**config.mk**
```make
export PLATFORM = sky130hd
export DESIGN_NAME = ata_command_block_decoder
export DESIGN_NICKNAME = d
export VERILOG_FILES = /design/src/hdl/ata_block_pkg.sv /design/src/hdl/ata_command_block_decoder.sv /design/src/hdl/mask_scan.sv
export SDC_FILE = /design/constraint.sdc
export NUM_CORES = 1
export LEC_CHECK = 0
export BUFFER_PORTS_ARGS = -buffer_cell sky130_fd_sc_hd__buf_2
export CORE_MARGIN = 5
export CORE_UTILIZATION = 30
export DETAILED_ROUTE_END_ITERATION = 6
export PLACE_DENSITY = 0.58
export SYNTH_ARGS = -nofsm -noshare
export SYNTH_HDL_FRONTEND = slang
export SYNTH_SLANG_ARGS = --single-unit
```
**constraint.sdc**
```tcl
create_clock -name mclk -period 7.35 [get_ports mclk]
set_input_delay 1.1025 -clock mclk [delete_from_list [all_inputs] [get_ports mclk]]
set_output_delay 1.1025 -clock mclk [all_outputs]
set_load 0.02 [all_outputs]
```
**src/hdl/ata_block_pkg.sv**
```systemverilog
/*
 * Shared constants, types and helpers for the pass-through block decoder.
 * Assumes a 16-byte command block presented as a packed byte array.
 */
package ata_block_pkg;

// =====================================================================
// Block layout
localparam int BLOCK_BYTES = 16;
localparam int BYTE_SIG = 0;
localparam int BYTE_SUB = 1;
localparam int BYTE_ACT = 2;
localparam int BYTE_MASK = 3;
localparam int BYTE_WDATA = 5;
localparam int BYTE_DEVICE = 11;
localparam logic [7:0] SUBCMD_ATA = 8'h24;

// =====================================================================
// Action-select bits
localparam int ACT_IDENT = 7;
localparam int ACT_UDMA = 6;
localparam int ACT_DEVSRC = 5;
localparam int ACT_HALT_DEV = 4;
localparam int ACT_HALT_PHASE = 3;
localparam int ACT_NOPOLL = 2;
localparam int ACT_SELAFTER = 1;
localparam int ACT_READBACK = 0;

// =====================================================================
// Task-file registers
localparam int TF_REGS = 8;
localparam int CFG_DEV_BIT = 5;
localparam int BLK_DEV_BIT = 4;
localparam int BUSY_BIT = 7;
localparam logic [2:0] IDX_ALT_STATUS = 3'h0;
localparam logic [2:0] IDX_DEVICE = 3'h6;
localparam logic [9:0] PORT_CONTROL = 10'h3F6;
localparam logic [9:0] PORT_BASE = 10'h1F0;
localparam logic [3:0] SCAN_FIRST = 4'h0;

// =====================================================================
// Types
typedef logic [BLOCK_BYTES-1:0][7:0] block_t;
typedef logic [TF_REGS-1:0][7:0] readback_t;

typedef struct packed {
    logic req;
    logic write;
    logic [2:0] idx;
    logic [9:0] port;
    logic [7:0] wdata;
} tf_cmd_t;

typedef struct packed {
    logic identify;
    logic udma;
    logic halt_dev;
    logic halt_phase;
    logic dev_bit;
    logic no_poll;
    logic sel_after;
    logic readback;
} mode_t;

// =====================================================================
// Helpers
function automatic mode_t decode_mode(block_t b, logic [7:0] cfg);
    mode_t m;
    m.identify = b[BYTE_ACT][ACT_IDENT];
    m.udma = b[BYTE_ACT][ACT_UDMA];
    m.dev_bit = b[BYTE_ACT][ACT_DEVSRC] ? b[BYTE_DEVICE][BLK_DEV_BIT]
                                        : cfg[CFG_DEV_BIT];
    m.halt_dev = ~b[BYTE_ACT][ACT_HALT_DEV];
    m.halt_phase = ~b[BYTE_ACT][ACT_HALT_PHASE];
    m.no_poll = b[BYTE_ACT][ACT_NOPOLL];
    m.sel_after = b[BYTE_ACT][ACT_SELAFTER];
    m.readback = b[BYTE_ACT][ACT_READBACK];
    return m;
endfunction : decode_mode

function automatic logic [9:0] port_of(logic [2:0] idx);
    return (idx == IDX_ALT_STATUS) ? PORT_CONTROL : (PORT_BASE | 10'(idx));
endfunction : port_of

function automatic logic [7:0] select_byte(block_t b, logic dev);
    logic [7:0] v;
    v = b[BYTE_DEVICE];
    v[BLK_DEV_BIT] = dev;
    return v;
endfunction : select_byte

endpackage : ata_block_pkg

```
**src/hdl/ata_command_block_decoder.sv**
```systemverilog
/*
 * Decoder and sequencer for vendor pass-through command blocks.
 * Assumes the task-file sequencer answers each access with tf_ack and
 * that the standard command path accepts std_valid at any time.
 */
`timescale 1ns/1ps
module ata_command_block_decoder (
    input wire logic mclk,
    input wire logic rst,
    input wire logic ce,
    input wire logic cb_valid,
    input wire ata_block_pkg::block_t cb_block,
    input wire logic [7:0] cfg_signature,
    input wire logic [7:0] cfg_drive_byte,
    input wire logic tf_ack,
    input wire logic [7:0] tf_rdata,
    input wire logic dev_error,
    input wire logic phase_error,
    input wire logic xfer_done,
    output logic cb_ready,
    output logic std_valid,
    output ata_block_pkg::block_t std_block,
    output ata_block_pkg::tf_cmd_t tf_cmd,
    output ata_block_pkg::mode_t mode,
    output logic xfer_start,
    output logic xfer_halt,
    output logic done,
    output logic rb_valid,
    output ata_block_pkg::readback_t rb_data
);
    import ata_block_pkg::*;

    // =================================================================
    // State
    typedef enum logic [2:0] {
        ST_IDLE, ST_POLL, ST_SEL_PRE, ST_REGS, ST_SEL_POST, ST_XFER,
        ST_XWAIT, ST_REPLY
    } step_t;

    typedef struct packed {
        step_t step;
        logic cb_ready;
        logic std_valid;
        block_t std_block;
        block_t blk;
        mode_t mode;
        tf_cmd_t tf;
        logic [3:0] scan;
        logic xfer_start;
        logic xfer_halt;
        logic done;
        logic rb_valid;
        readback_t rb;
    } state_t;

    state_t cur;
    state_t next_cur;
    logic match;
    mode_t in_mode;
    logic [7:0] mask;
    logic found;
    logic [2:0] found_idx;

    function automatic step_t after_poll(mode_t m);
        if (m.readback || m.sel_after) begin
            return ST_REGS;
        end
        return ST_SEL_PRE;
    endfunction : after_poll

    // =================================================================
    // Block recognition
    assign match = (cb_block[BYTE_SIG] == cfg_signature) &&
                   (cb_block[BYTE_SUB] == SUBCMD_ATA);
    assign in_mode = decode_mode(cb_block, cfg_drive_byte);
    // Selection is its own access in execute mode
    assign mask = cur.mode.readback ? cur.blk[BYTE_MASK]
                : (cur.blk[BYTE_MASK] & ~(8'h01 << IDX_DEVICE));

    mask_scan #(.WIDTH(TF_REGS)) u_scan (
        .mask(mask),
        .start(cur.scan),
        .found(found),
        .idx(found_idx)
    );

    // =================================================================
    // Next-state logic
    always_comb begin
        next_cur = cur;
        next_cur.std_valid = 1'b0;
        next_cur.xfer_start = 1'b0;
        next_cur.xfer_halt = 1'b0;
        next_cur.done = 1'b0;
        next_cur.rb_valid = 1'b0;
        case (cur.step)
            ST_IDLE: begin
                next_cur.cb_ready = 1'b1;
                if (cb_valid && cur.cb_ready) begin
                    if (match) begin
                        next_cur.cb_ready = 1'b0;
                        next_cur.blk = cb_block;
                        next_cur.mode = in_mode;
                        next_cur.scan = SCAN_FIRST;
                        next_cur.rb = '0;
                        next_cur.step = in_mode.no_poll ?
                            after_poll(in_mode) : ST_POLL;
                    end else begin
                        next_cur.std_valid = 1'b1;
                        next_cur.std_block = cb_block;
                    end
                end
            end
            ST_POLL: begin
                if (!cur.tf.req) begin
                    next_cur.tf = '{1'b1, 1'b0, IDX_ALT_STATUS,
                                    PORT_CONTROL, 8'h00};
                end else if (tf_ack) begin
                    next_cur.tf.req = 1'b0;
                    if (!tf_rdata[BUSY_BIT]) begin
                        next_cur.step = after_poll(cur.mode);
                    end
                end
            end
            ST_SEL_PRE, ST_SEL_POST: begin
                if (!cur.tf.req) begin
                    next_cur.tf = '{1'b1, 1'b1, IDX_DEVICE,
                                    port_of(IDX_DEVICE),
                                    select_byte(cur.blk,
                                                cur.mode.dev_bit)};
                end else if (tf_ack) begin
                    next_cur.tf.req = 1'b0;
                    next_cur.step = (cur.step == ST_SEL_PRE) ?
                        ST_REGS : ST_XFER;
                end
            end
            ST_REGS: begin
                if (!cur.tf.req) begin
                    if (found) begin
                        next_cur.tf = '{1'b1, ~cur.mode.readback, found_idx,
                                        port_of(found_idx),
                                        cur.blk[BYTE_WDATA + int'(found_idx)]};
                        next_cur.scan = {1'b0, found_idx} + 4'h1;
                    end else if (cur.mode.readback) begin
                        next_cur.step = ST_REPLY;
                    end else if (cur.mode.sel_after) begin
                        next_cur.step = ST_SEL_POST;
                    end else begin
                        next_cur.step = ST_XFER;
                    end
                end else if (tf_ack) begin
                    next_cur.tf.req = 1'b0;
                    if (cur.mode.readback) begin
                        next_cur.rb[cur.tf.idx] = tf_rdata;
                    end
                end
            end
            ST_XFER: begin
                next_cur.xfer_start = 1'b1;
                next_cur.step = ST_XWAIT;
            end
            ST_XWAIT: begin
                if ((dev_error && cur.mode.halt_dev) ||
                    (phase_error && cur.mode.halt_phase)) begin
                    next_cur.xfer_halt = 1'b1;
                    next_cur.done = 1'b1;
                    next_cur.step = ST_IDLE;
                end else if (xfer_done) begin
                    next_cur.done = 1'b1;
                    next_cur.step = ST_IDLE;
                end
            end
            ST_REPLY: begin
                next_cur.rb_valid = 1'b1;
                next_cur.done = 1'b1;
                next_cur.step = ST_IDLE;
            end
            default: begin
                next_cur = '0;
            end
        endcase
    end

    // =================================================================
    // State register
    always_ff @(posedge mclk) begin
        if (rst) begin
            cur <= '0;
        end else if (ce) begin
            cur <= next_cur;
        end
    end

    assign cb_ready = cur.cb_ready;
    assign std_valid = cur.std_valid;
    assign std_block = cur.std_block;
    assign tf_cmd = cur.tf;
    assign mode = cur.mode;
    assign xfer_start = cur.xfer_start;
    assign xfer_halt = cur.xfer_halt;
    assign done = cur.done;
    assign rb_valid = cur.rb_valid;
    assign rb_data = cur.rb;

    // =================================================================
    // Checks
    logic [7:0] issued;
    logic take;
    logic issue_reg;
    logic [63:0] sel_bytes;

    // Mask widened to one byte lane per task-file register
    always_comb begin
        for (int i = 0; i < TF_REGS; i++) begin
            sel_bytes[8*i +: 8] = {8{cur.blk[BYTE_MASK][i]}};
        end
    end

    assign take = ce && cb_valid && cur.cb_ready && (cur.step == ST_IDLE);
    assign issue_reg = ce && (cur.step == ST_REGS) && !cur.tf.req && found;

    always_ff @(posedge mclk) begin
        if (rst) begin
            issued <= 8'h00;
        end else if (take) begin
            issued <= 8'h00;
        end else if (issue_reg) begin
            issued <= issued | (8'h01 << found_idx);
        end
    end
endmodule : ata_command_block_decoder

```
**src/hdl/mask_scan.sv**
```systemverilog
/*
 * Finds the lowest set mask bit at or above a start position.
 * Purely combinational; the caller registers the result.
 */
`timescale 1ns/1ps
module mask_scan #(
    parameter int WIDTH = 8
) (
    input wire logic [WIDTH-1:0] mask,
    input wire logic [$clog2(WIDTH):0] start,
    output logic found,
    output logic [$clog2(WIDTH)-1:0] idx
);
    // =================================================================
    // Downward loop so the lowest qualifying bit wins
    always_comb begin
        found = 1'b0;
        idx = '0;
        for (int i = WIDTH - 1; i >= 0; i--) begin
            if (mask[i] && (i >= int'(start))) begin
                found = 1'b1;
                idx = i[$clog2(WIDTH)-1:0];
            end
        end
    end
endmodule : mask_scan

```
==> results of run 1 <==
[flip-flops by register name (all words and copies together) (netlist names)]
register and cells:
cur 135, std_block 128, rb_data 64, tf_cmd 18, mode 3, cb_ready 1, done 1, rb_valid 1
std_valid 1, xfer_halt 1, xfer_start 1
[logic make-up (layout without fill, tap and decap cells)]
logic type,count (synthesis),in the layout,share of synthesized area
AOI/OAI and AO/OA,459,459,0.174
other,1,2,0.000235
and+or+nand+nor,749,749,0.194
xor gates and xnor gates,9,9,0.00494
adders and majority gates,2,2,0.00157
buffers and inverters,353,475,0.139
muxes,45,45,0.0412
DFF,354,354,0.445
[area by class of cell]
type,count,area [sq um]
repair buffers,388,2000
well taps,688,861
inverters,11,41.3
multi-input cells,1265,6680
flip-flops and latches,354,7090
diodes,1,2.50
clock inverters,14,166
clock buffers,62,1270
fillers,5538,34500
[cell usage after synthesis (10+ instances only)]
cell	count	area, sq um
nor2b_1	12	75.1
a21oi_1	280	1400
mux4_2	12	270
nand3_1	14	70.1
or3_1	12	75.1
and2_1	10	62.6
clkbuf_1	101	379
a22o_1	32	280
nand2_1	543	2040
nor2_1	93	349
o21ai_0	27	135
nor3_1	26	130
inv_1	10	37.5
buf_4	223	1670
a22oi_1	34	255
dfxtp_1	354	7090
mux2i_1	24	240
[metrics by stage]
stage	util	hold WS (ns)	setup WS, ns	std cells
CTS	0.344	0.451	1.69	2782
detailed placement	0.317	0.442	1.76	2706
global placement	0.317	0.436	1.79	2706
finish	0.344	0.451	1.70	2783
global route	0.344	0.462	1.30	2782
floorplan	-	0.421	4.17	1972
[placed cells by master, fill, tap and decap left out, types with 24 or more instances in the layout]
cell type	instances
nor2_1	92
a22o_1	32
clkbuf_16	43
dfxtp_1	354
a21oi_1	280
nand2_1	543
buf_2	379
nor3_1	25
a22oi_1	34
mux2i_1	24
o21ai_0	27
[worst max-delay path, stage by stage, from the launching register on]
cell	delay, ns
dfxtp_1	0.42
a21boi_0	0.48
a2bb2oi_1	0.99
o31a_2	0.57
nor2_8	0.24
ha_1	0.71
inv_1	0.86
nand2_1	0.45
o32a_1	0.40
and3_1	0.16
o22ai_1	0.14
o31ai_1	0.09
[routing by layer]
layer / global-route usage / routed length, microns / share of wire
met4: 0.0600 / 1590 / 0.031
met5: 0 / 46 / 0.00089
met2: 0.275 / 24400 / 0.47
met1: 0.216 / 21400 / 0.41
met3: 0.0440 / 4190 / 0.081
[path summary, 6_finish.rpt]
check                              startpoint             to  slack [ns]
worst min register to register  std_block[94]  std_block[94]        0.45
worst max register to register       cur[129]      tf_cmd[7]        1.70
worst min-delay path            std_block[94]  std_block[94]        0.45
worst max-delay path                 cur[129]      tf_cmd[7]        1.70
[where the power goes]
group	internal [uW]	switching [uW]
Clock	1270	864
Sequential	1940	9.60
Combinational	65.2	146
Total	3280	1020
==> impl_metrics.yaml, run 1 <==
outcome:
  status: "completed"
pwr:
  total_power_uw: 4300
  p_per_area_nw_per_um2: 237
  vdd.ir_drop.worst_mv: 0.151
  leakage_uw: 0.00703
sta:
  rsz0062_at_grt: "false"
  hold_viol: 0
  skew_ns: 0.0216
  tns_ns: 0
  fmax_mhz: 177
  slew_violations: 0
  min_period_over_period: 0.769
  setup_violations: 0
  tightest_slew_ns: 1.17
  max_slew_margin: 0.215
  period_minus_slack_ns: 5.65
routing:
  ant_nets: 0
  drcViolationCount: 0
  drt_pass1_iterations: 5
  vias: 13631
  drt-initial-drc-count: 920
  vias_per_cell: 4.90
  routed_wl_microns: 51700
  avgRoutedWirePerCell_microns: 18.6
placement:
  dp_hpwl_microns: 37100
  port-buffer-count: 380
  gp_congestion: 0.813
  place_area_sq_um: 16700
global_routing:
  grt_max_degree: 184
  track_usage: 0.168
  grt_pass1_wl_microns: 76600
  grt.overflow.total: 0
  grt_pass1_vias: 12836
  antenna_found_initial: 4
worst_hold_path:
  hold_path.class: "reg -> reg"
  holdPathStages: 2
critical_path:
  cp.required_ns: 7.80
  end_kind: "register"
  start_kind: "register"
  cp.arrival_ns: 6.10
  r2r_cells: 11
  cp_max_fo: 33
  crit_type: "reg -> reg"
die:
  die_area_sq_um: 57800
  fp.dieW_microns: 241
  start_util: 0.303
  die_h_microns: 241
  io_pins: 389
  core_region_area_sq_um: 52600
  fp-row-count: 84
clock_network:
  cts_inserted_buffers: 42
  postCtsSetupRepairBufs: 0
  path_clk_slew_ns: 0.06
  cts_tree: "yes"
  postCtsHoldBufs: 0
  cts.htree.levels: 2
  cts_root_buf: "clkbuf_16"
  clockBufferDepth: 3
  numClockSinks: 354
  clock_latency_ns: 0.57
  post_cts_resized: 0
synthesis:
  yosysWarnings: 0
  ys_ff_latch: 354
  syn-instance-count: 1972
  syn_avg_cell_area_sq_um: 8.08
  syn-cell-area_sq_um: 15900
  yosysSeqAreaShare: 0.445
  synth.net_count: 2134
  synth_edf_count: 0
  synthArstFlopShare: 0
  ys.flop_type: "dfxtp_1"
  synth_cell_types: 73
job:
  maxCapViolations: 0
cells_and_area:
  layout.nets: 2224
  design_area_sq_um: 18100
  syn_to_final_growth_pct: 13.5
  drive_above_1_share: 0.238
No activity file was read; power rests on OpenSTA's default activity.
==> inputs of run 2 (changes only) <==
ABC_AREA = 1   (was default)
clock period = 5.5 ns   (was 7.35 ns; I/O delays follow)
==> run 2 against run 1 <==
Die area up 1.6%. Setup slack gained 0.23 ns. Routed wire length up 0.44%. Maximum frequency rose by 58%. Sequential share of layout area shrank 0.24 points. Final cell count is 7.9% higher. Total power grew 39%. Largest cell class unchanged.
==> impl_metrics.yaml, run 2 <==
outcome:
  status: "completed"
routing:
  drt_pass1_iterations: 5
  vias_per_cell: 4.80
  drcViolationCount: 0
  routed_wl_microns: 51900
  ant_nets: 0
  drt-initial-drc-count: 1041
  avgRoutedWirePerCell_microns: 17.3
  vias: 14420
critical_path:
  cp_slowest_cell: "buf_4"
  cp_common_cell: "nand3_1"
  path_cells: "nor2_2 > nand4_1 > buf_4 > nand2_4 > inv_2 > ha_2 > inv_1 > buf_4 > nand3_1 > nand3_1 > nand3_1 > nand3_1 > nand2_1 > nand2_1 > a21oi_1"
  critPathTopFamily: "buffers and inverters"
  cp_slowest_stage_delay_ns: 0.65
  start_kind: "register"
  cp_max_fo: 65
  crit_buf_inv: 4
  crit_type: "reg -> reg"
  cp.arrival_ns: 3.96
  end_kind: "register"
  cp.required_ns: 5.89
  ff2ff_setup_slack_ns: 1.93
synthesis:
  synth.net_count: 2356
  synth.top_cell.area_share: 0.437
  syn_avg_cell_area_sq_um: 7.38
  yosysMostFrequentCell: "dfxtp_1"
  synthTopCellsByCount: "dfxtp_1 (354), nand2_1 (291), o21ai_0 (262)"
  ys_top_cells_by_area: "dfxtp_1 (44%), buf_4 (11%), o21ai_0 (8.1%), a21oi_1 (7.0%), nand2_1 (6.7%)"
  synthArstFlopShare: 0
  ys.flop_type: "dfxtp_1"
  syn-instance-count: 2194
  synth_cell_types: 44
  ys_ff_latch: 354
  synth_top_cell_by_area: "dfxtp_1"
  syn-cell-area_sq_um: 16200
  yosysSeqAreaShare: 0.437
  synth_edf_count: 0
  yosysWarnings: 0
pwr:
  leakage_uw: 0.00838
  p_per_area_nw_per_um2: 329
  vdd.ir_drop.worst_mv: 0.200
cells_and_area:
  regMostFlops: "cur"
  design_area_sq_um: 18200
  nFillCells: 5719
  seqCellArea_sq_um: 7090
  drive_above_1_share: 0.225
  layout_common_cells: "buf_2 (380), dfxtp_1 (354), nand2_1 (291)"
  syn_to_final_growth_pct: 12.4
  multi_input_area_sq_um: 6210
  layout.nets: 2438
  final_common_cell: "buf_2"
  largest_reg_flops: 135
  postLayoutCoreUtil: 0.339
die:
  core_region_area_sq_um: 53700
  fp-row-count: 85
  die_h_microns: 242
  fp.dieW_microns: 242
  io_pins: 389
  die_area_sq_um: 58700
  start_util: 0.302
clock_network:
  clockBufferDepth: 3
  postCtsSetupRepairBufs: 0
  cts_root_buf: "clkbuf_16"
  cts_inserted_buffers: 41
  clock_latency_ns: 0.54
  cts_tree: "yes"
  numClockSinks: 354
  post_cts_resized: 0
  path_clk_slew_ns: 0.06
  postCtsHoldBufs: 0
  cts.htree.levels: 2
sta:
  min_period_over_period: 0.649
  slew_violations: 0
  tightest_slew_ns: 1.08
  period_minus_slack_ns: 3.57
  skew_ns: 0.0129
  fmax_mhz: 280
  hold_viol: 0
  setup_violations: 0
  tns_ns: 0
  max_slew_margin: 0.275
  rsz0062_at_grt: "false"
global_routing:
  track_usage: 0.170
  antenna_found_initial: 2
  grt_pass1_vias: 14114
  grt_max_degree: 138
  grt.overflow.total: 0
  grt_pass1_wl_microns: 81600
placement:
  dp_hpwl_microns: 36400
  port-buffer-count: 380
  gp_congestion: 0.816
  place_area_sq_um: 16800
job:
  maxCapViolations: 0
worst_hold_path:
  hold_path.class: "reg -> reg"
==> run 2: cell count changes in the layout (fill, tap and decap cells not counted), moves of 24 or more <==
cell / change
nor2_1: +155
a22oi_1: -34
nand3_1: +191
mux2i_1: -24
inv_1: +141
a21oi_1: -53
a22o_1: -31
o21ai_0: +235
nand2_1: -252
==> run 2: where the power goes <==
group	internal [uW]	switching, uW	total, uW	leakage (uW)
Sequential	2630	34.3	2660	0.00286
Combinational	148	341	489	0.00484
Clock	1740	1100	2840	0.000676
Total	4520	1480	5990	0.00838
==> run 2: cell families (layout without fill, tap and decap cells) <==
group | Yosys count | count (layout) | share of synthesized area
AND/OR/NAND/NOR | 801 | 801 | 0.212
flip-flops | 354 | 354 | 0.437
AO/OA/AOI/OAI | 515 | 515 | 0.165
adder cells (fa/ha/maj) | 2 | 2 | 0.00154
buffers and inverters | 518 | 630 | 0.181
other | 1 | 2 | 0.000231
XOR/XNOR | 3 | 3 | 0.00324
==> run 2: final timing paths <==
check            from  cells after the start         to
min          cur[124]                      2   cur[124]
max reg2reg   cur[70]                     15  tf_cmd[5]
min reg2reg  cur[124]                      2   cur[124]
max           cur[70]                     15  tf_cmd[5]
==> run 2: routing by layer <==
layer	GRT usage	routed length, microns	up-vias
met5	0	13	-
met4	0.0529	1290	2
met3	0.0340	3290	77
met2	0.282	24600	452
met1	0.223	22800	6810
li1	-	-	7079
==> run 2: tightest hold or removal path, cell delays in order, from the launching register on <==
cell and delay (ns):
dfxtp_1 0.31, inv_1 0.05, a21oi_1 0.05
==> run 2: area by class of cell <==
cell class	count	share of cell area
clock buffers	56	0.0627
flip-flops and latches	354	0.389
multi-input cells	1322	0.341
repair buffers	394	0.111
diodes	1	0.000137
clock inverters	17	0.0142
inverters	163	0.0340
well taps	696	0.0478
==> run 2: stage by stage <==
stage	worst slack [ns]	hold slack (ns)	total power, uW	instances
detailed placement	1.93	0.440	3210	2929
global route	1.63	0.471	6240	3002
finish	1.93	0.449	5990	3003
global placement	1.96	0.434	3200	2929
floorplan	3.05	0.424	3090	2194
CTS	1.93	0.449	6080	3002
==> inputs of run 3 (changes only) <==
ABC_AREA = 0   (was 1)
clock period = 3.7 ns   (was 5.5 ns; I/O delays follow)
==> run 3 against run 2 <==
Core utilization rose by 1.0 points. First-iteration DRC count is 17% lower. Maximum frequency up 6.3%. Routed wire length grew 0.32%.
==> impl_metrics.yaml, run 3 (synthesis results as in run 1) <==
sta:
  setup_violations: 0
  worst_hold_slack_ns: 0.228
  setup_ws_ns: 0.342
  tns_ns: 0
  max_slew_margin: 0.194
  min_period_over_period: 0.908
  fmax_mhz: 298
  tightest_slew_ns: 1.21
  period_minus_slack_ns: 3.36
  hold_viol: 0
  skew_ns: 0.0164
  rsz0062_at_grt: "false"
  slew_violations: 0
pwr:
  vdd.ir_drop.worst_mv: 0.287
  leakage_uw: 0.00718
  switching_share: 0.246
  p_per_area_nw_per_um2: 464
  combPwrFrac: 0.050
  p_int_uw: 6410
  clock_power_share: 0.495
  power_frac_seq: 0.455
  p_switching_uw: 2100
global_routing:
  globalRouteMet1Util: 0.217
  grt.overflow.total: 0
  grtUsageMet2: 0.282
  antenna_found_initial: 4
  track_usage: 0.172
  gr-max-usage-layer: "met2"
  grt_pass1_wl_microns: 78100
  grt_pass1_vias: 13214
  grt_max_degree: 117
  met3_usage: 0.0443
cells_and_area:
  final_common_cell: "nand2_1"
  drive_above_1_share: 0.249
  regMostFlops: "cur"
  layout.nets: 2252
  largest_reg_flops: 135
  nFillCells: 5556
  layout_common_cells: "nand2_1 (543), buf_2 (379), dfxtp_1 (354)"
  syn_to_final_growth_pct: 15.1
critical_path:
  cp_slowest_cell: "o31a_2"
  cp.arrival_ns: 3.85
  cp.required_ns: 4.19
  cp_slowest_stage_delay_ns: 0.53
  end_kind: "register"
  crit_type: "reg -> reg"
  cp_max_fo: 21
  start_kind: "register"
  path_cells: "inv_1 > a221o_1 > o31a_2 > nor2_8 > ha_1 > inv_1 > buf_4 > or3_1 > mux2i_1 > nor4_1 > o22ai_1 > o31ai_1"
  cp_common_cell: "inv_1"
clock_network:
  cts.htree.levels: 2
  clockBufferDepth: 3
  cts_tree: "yes"
  cts_inserted_buffers: 44
  path_clk_slew_ns: 0.06
  clock_latency_ns: 0.58
  numClockSinks: 354
  postCtsHoldBufs: 0
  cts_root_buf: "clkbuf_16"
routing:
  drcViolationCount: 0
  drt_pass1_iterations: 5
  routed_wl_microns: 52100
  ant_nets: 0
  vias: 13693
  vias_per_cell: 4.87
  avgRoutedWirePerCell_microns: 18.5
  drt-initial-drc-count: 859
placement:
  gp_congestion: 0.814
  place_ws_ns: 0.0670
  port-buffer-count: 380
  dp_hpwl_microns: 38200
die:
  die_area_sq_um: 57800
  io_pins: 389
  start_util: 0.303
  fp-row-count: 84
  fp.dieW_microns: 241
  core_region_area_sq_um: 52600
  die_h_microns: 241
worst_hold_path:
  hold_path.class: "in -> reg"
outcome:
  status: "completed"
job:
  maxCapViolations: 0
run 3: cell count changes in the layout (fill, tap and decap cells not counted), moves of 53 or more:
cell and change:
o21ai_0 -235, nand2_1 +252, nor2_1 -155, nand3_1 -191
a21oi_1 +53, inv_1 -141
run 3: metal layers:
metal / wire (microns) / part of all wire
met1: 21500 / 0.41
met2: 24600 / 0.47
met3: 4110 / 0.079
met4: 1840 / 0.035
met5: 13 / 0.00025
run 3: area by class of cell:
cell class,instances,area [sq um],share of cell area
tap,688,861,0.0469
antenna,3,7.51,0.000409
clock buffer,54,1210,0.0659
multi-input combinational,1265,6680,0.364
clock inverter,23,206,0.0113
timing repair buffer,414,2260,0.123
sequential,354,7090,0.386
inverter,11,41.3,0.00225
run 3: critical path: cells and delay by family (launching register included):
kind / cells / cell delay, ns
flip-flops: 1 / 0.51
adder cells (fa/ha/maj): 1 / 0.25
AO/OA/AOI/OAI: 4 / 1.27
buffers and inverters: 3 / 0.51
multiplexers: 1 / 0.07
AND/OR/NAND/NOR: 3 / 0.64
run 3: path summary, 6_finish.rpt:
path / to / start / slack (ns) / cells past startpoint
worst max register to register: tf_cmd[7] / cur[70] / 0.34 / 12
worst min register to register: rb_valid / rb_valid / 0.45 / 2
worst max-delay path: tf_cmd[7] / cur[70] / 0.34 / 12
worst min-delay path: std_block[79] / cb_block[79] / 0.23 / 3
run 3: per-stage QoR:
step            util  cell area, sq um  instances  power (uW)
2_1_floorplan      -             15900       1972        4200
3_3_place_gp   0.322             16900       2732        4380
3_5_place_dp   0.322             16900       2732        4390
4_1_cts        0.349             18300       2809        8650
5_1_grt        0.349             18300       2812        8880
6_report       0.349             18300       2812        8510
run 3: what timing repair did:
item,4_1_cts,5_1_grt
setup endpoints to repair,0,1
gates resized for setup,0,2
buffers inserted,0,0
run 3: power groups by stage:
stage / logic, uW / registers [uW] / clock network, uW
2_1_floorplan: 249 / 3950 / 0
3_3_place_gp: 430 / 3950 / 0
3_5_place_dp: 436 / 3950 / 0
4_1_cts: 437 / 3870 / 4340
5_1_grt: 465 / 3870 / 4540
6_report: 429 / 3870 / 4210
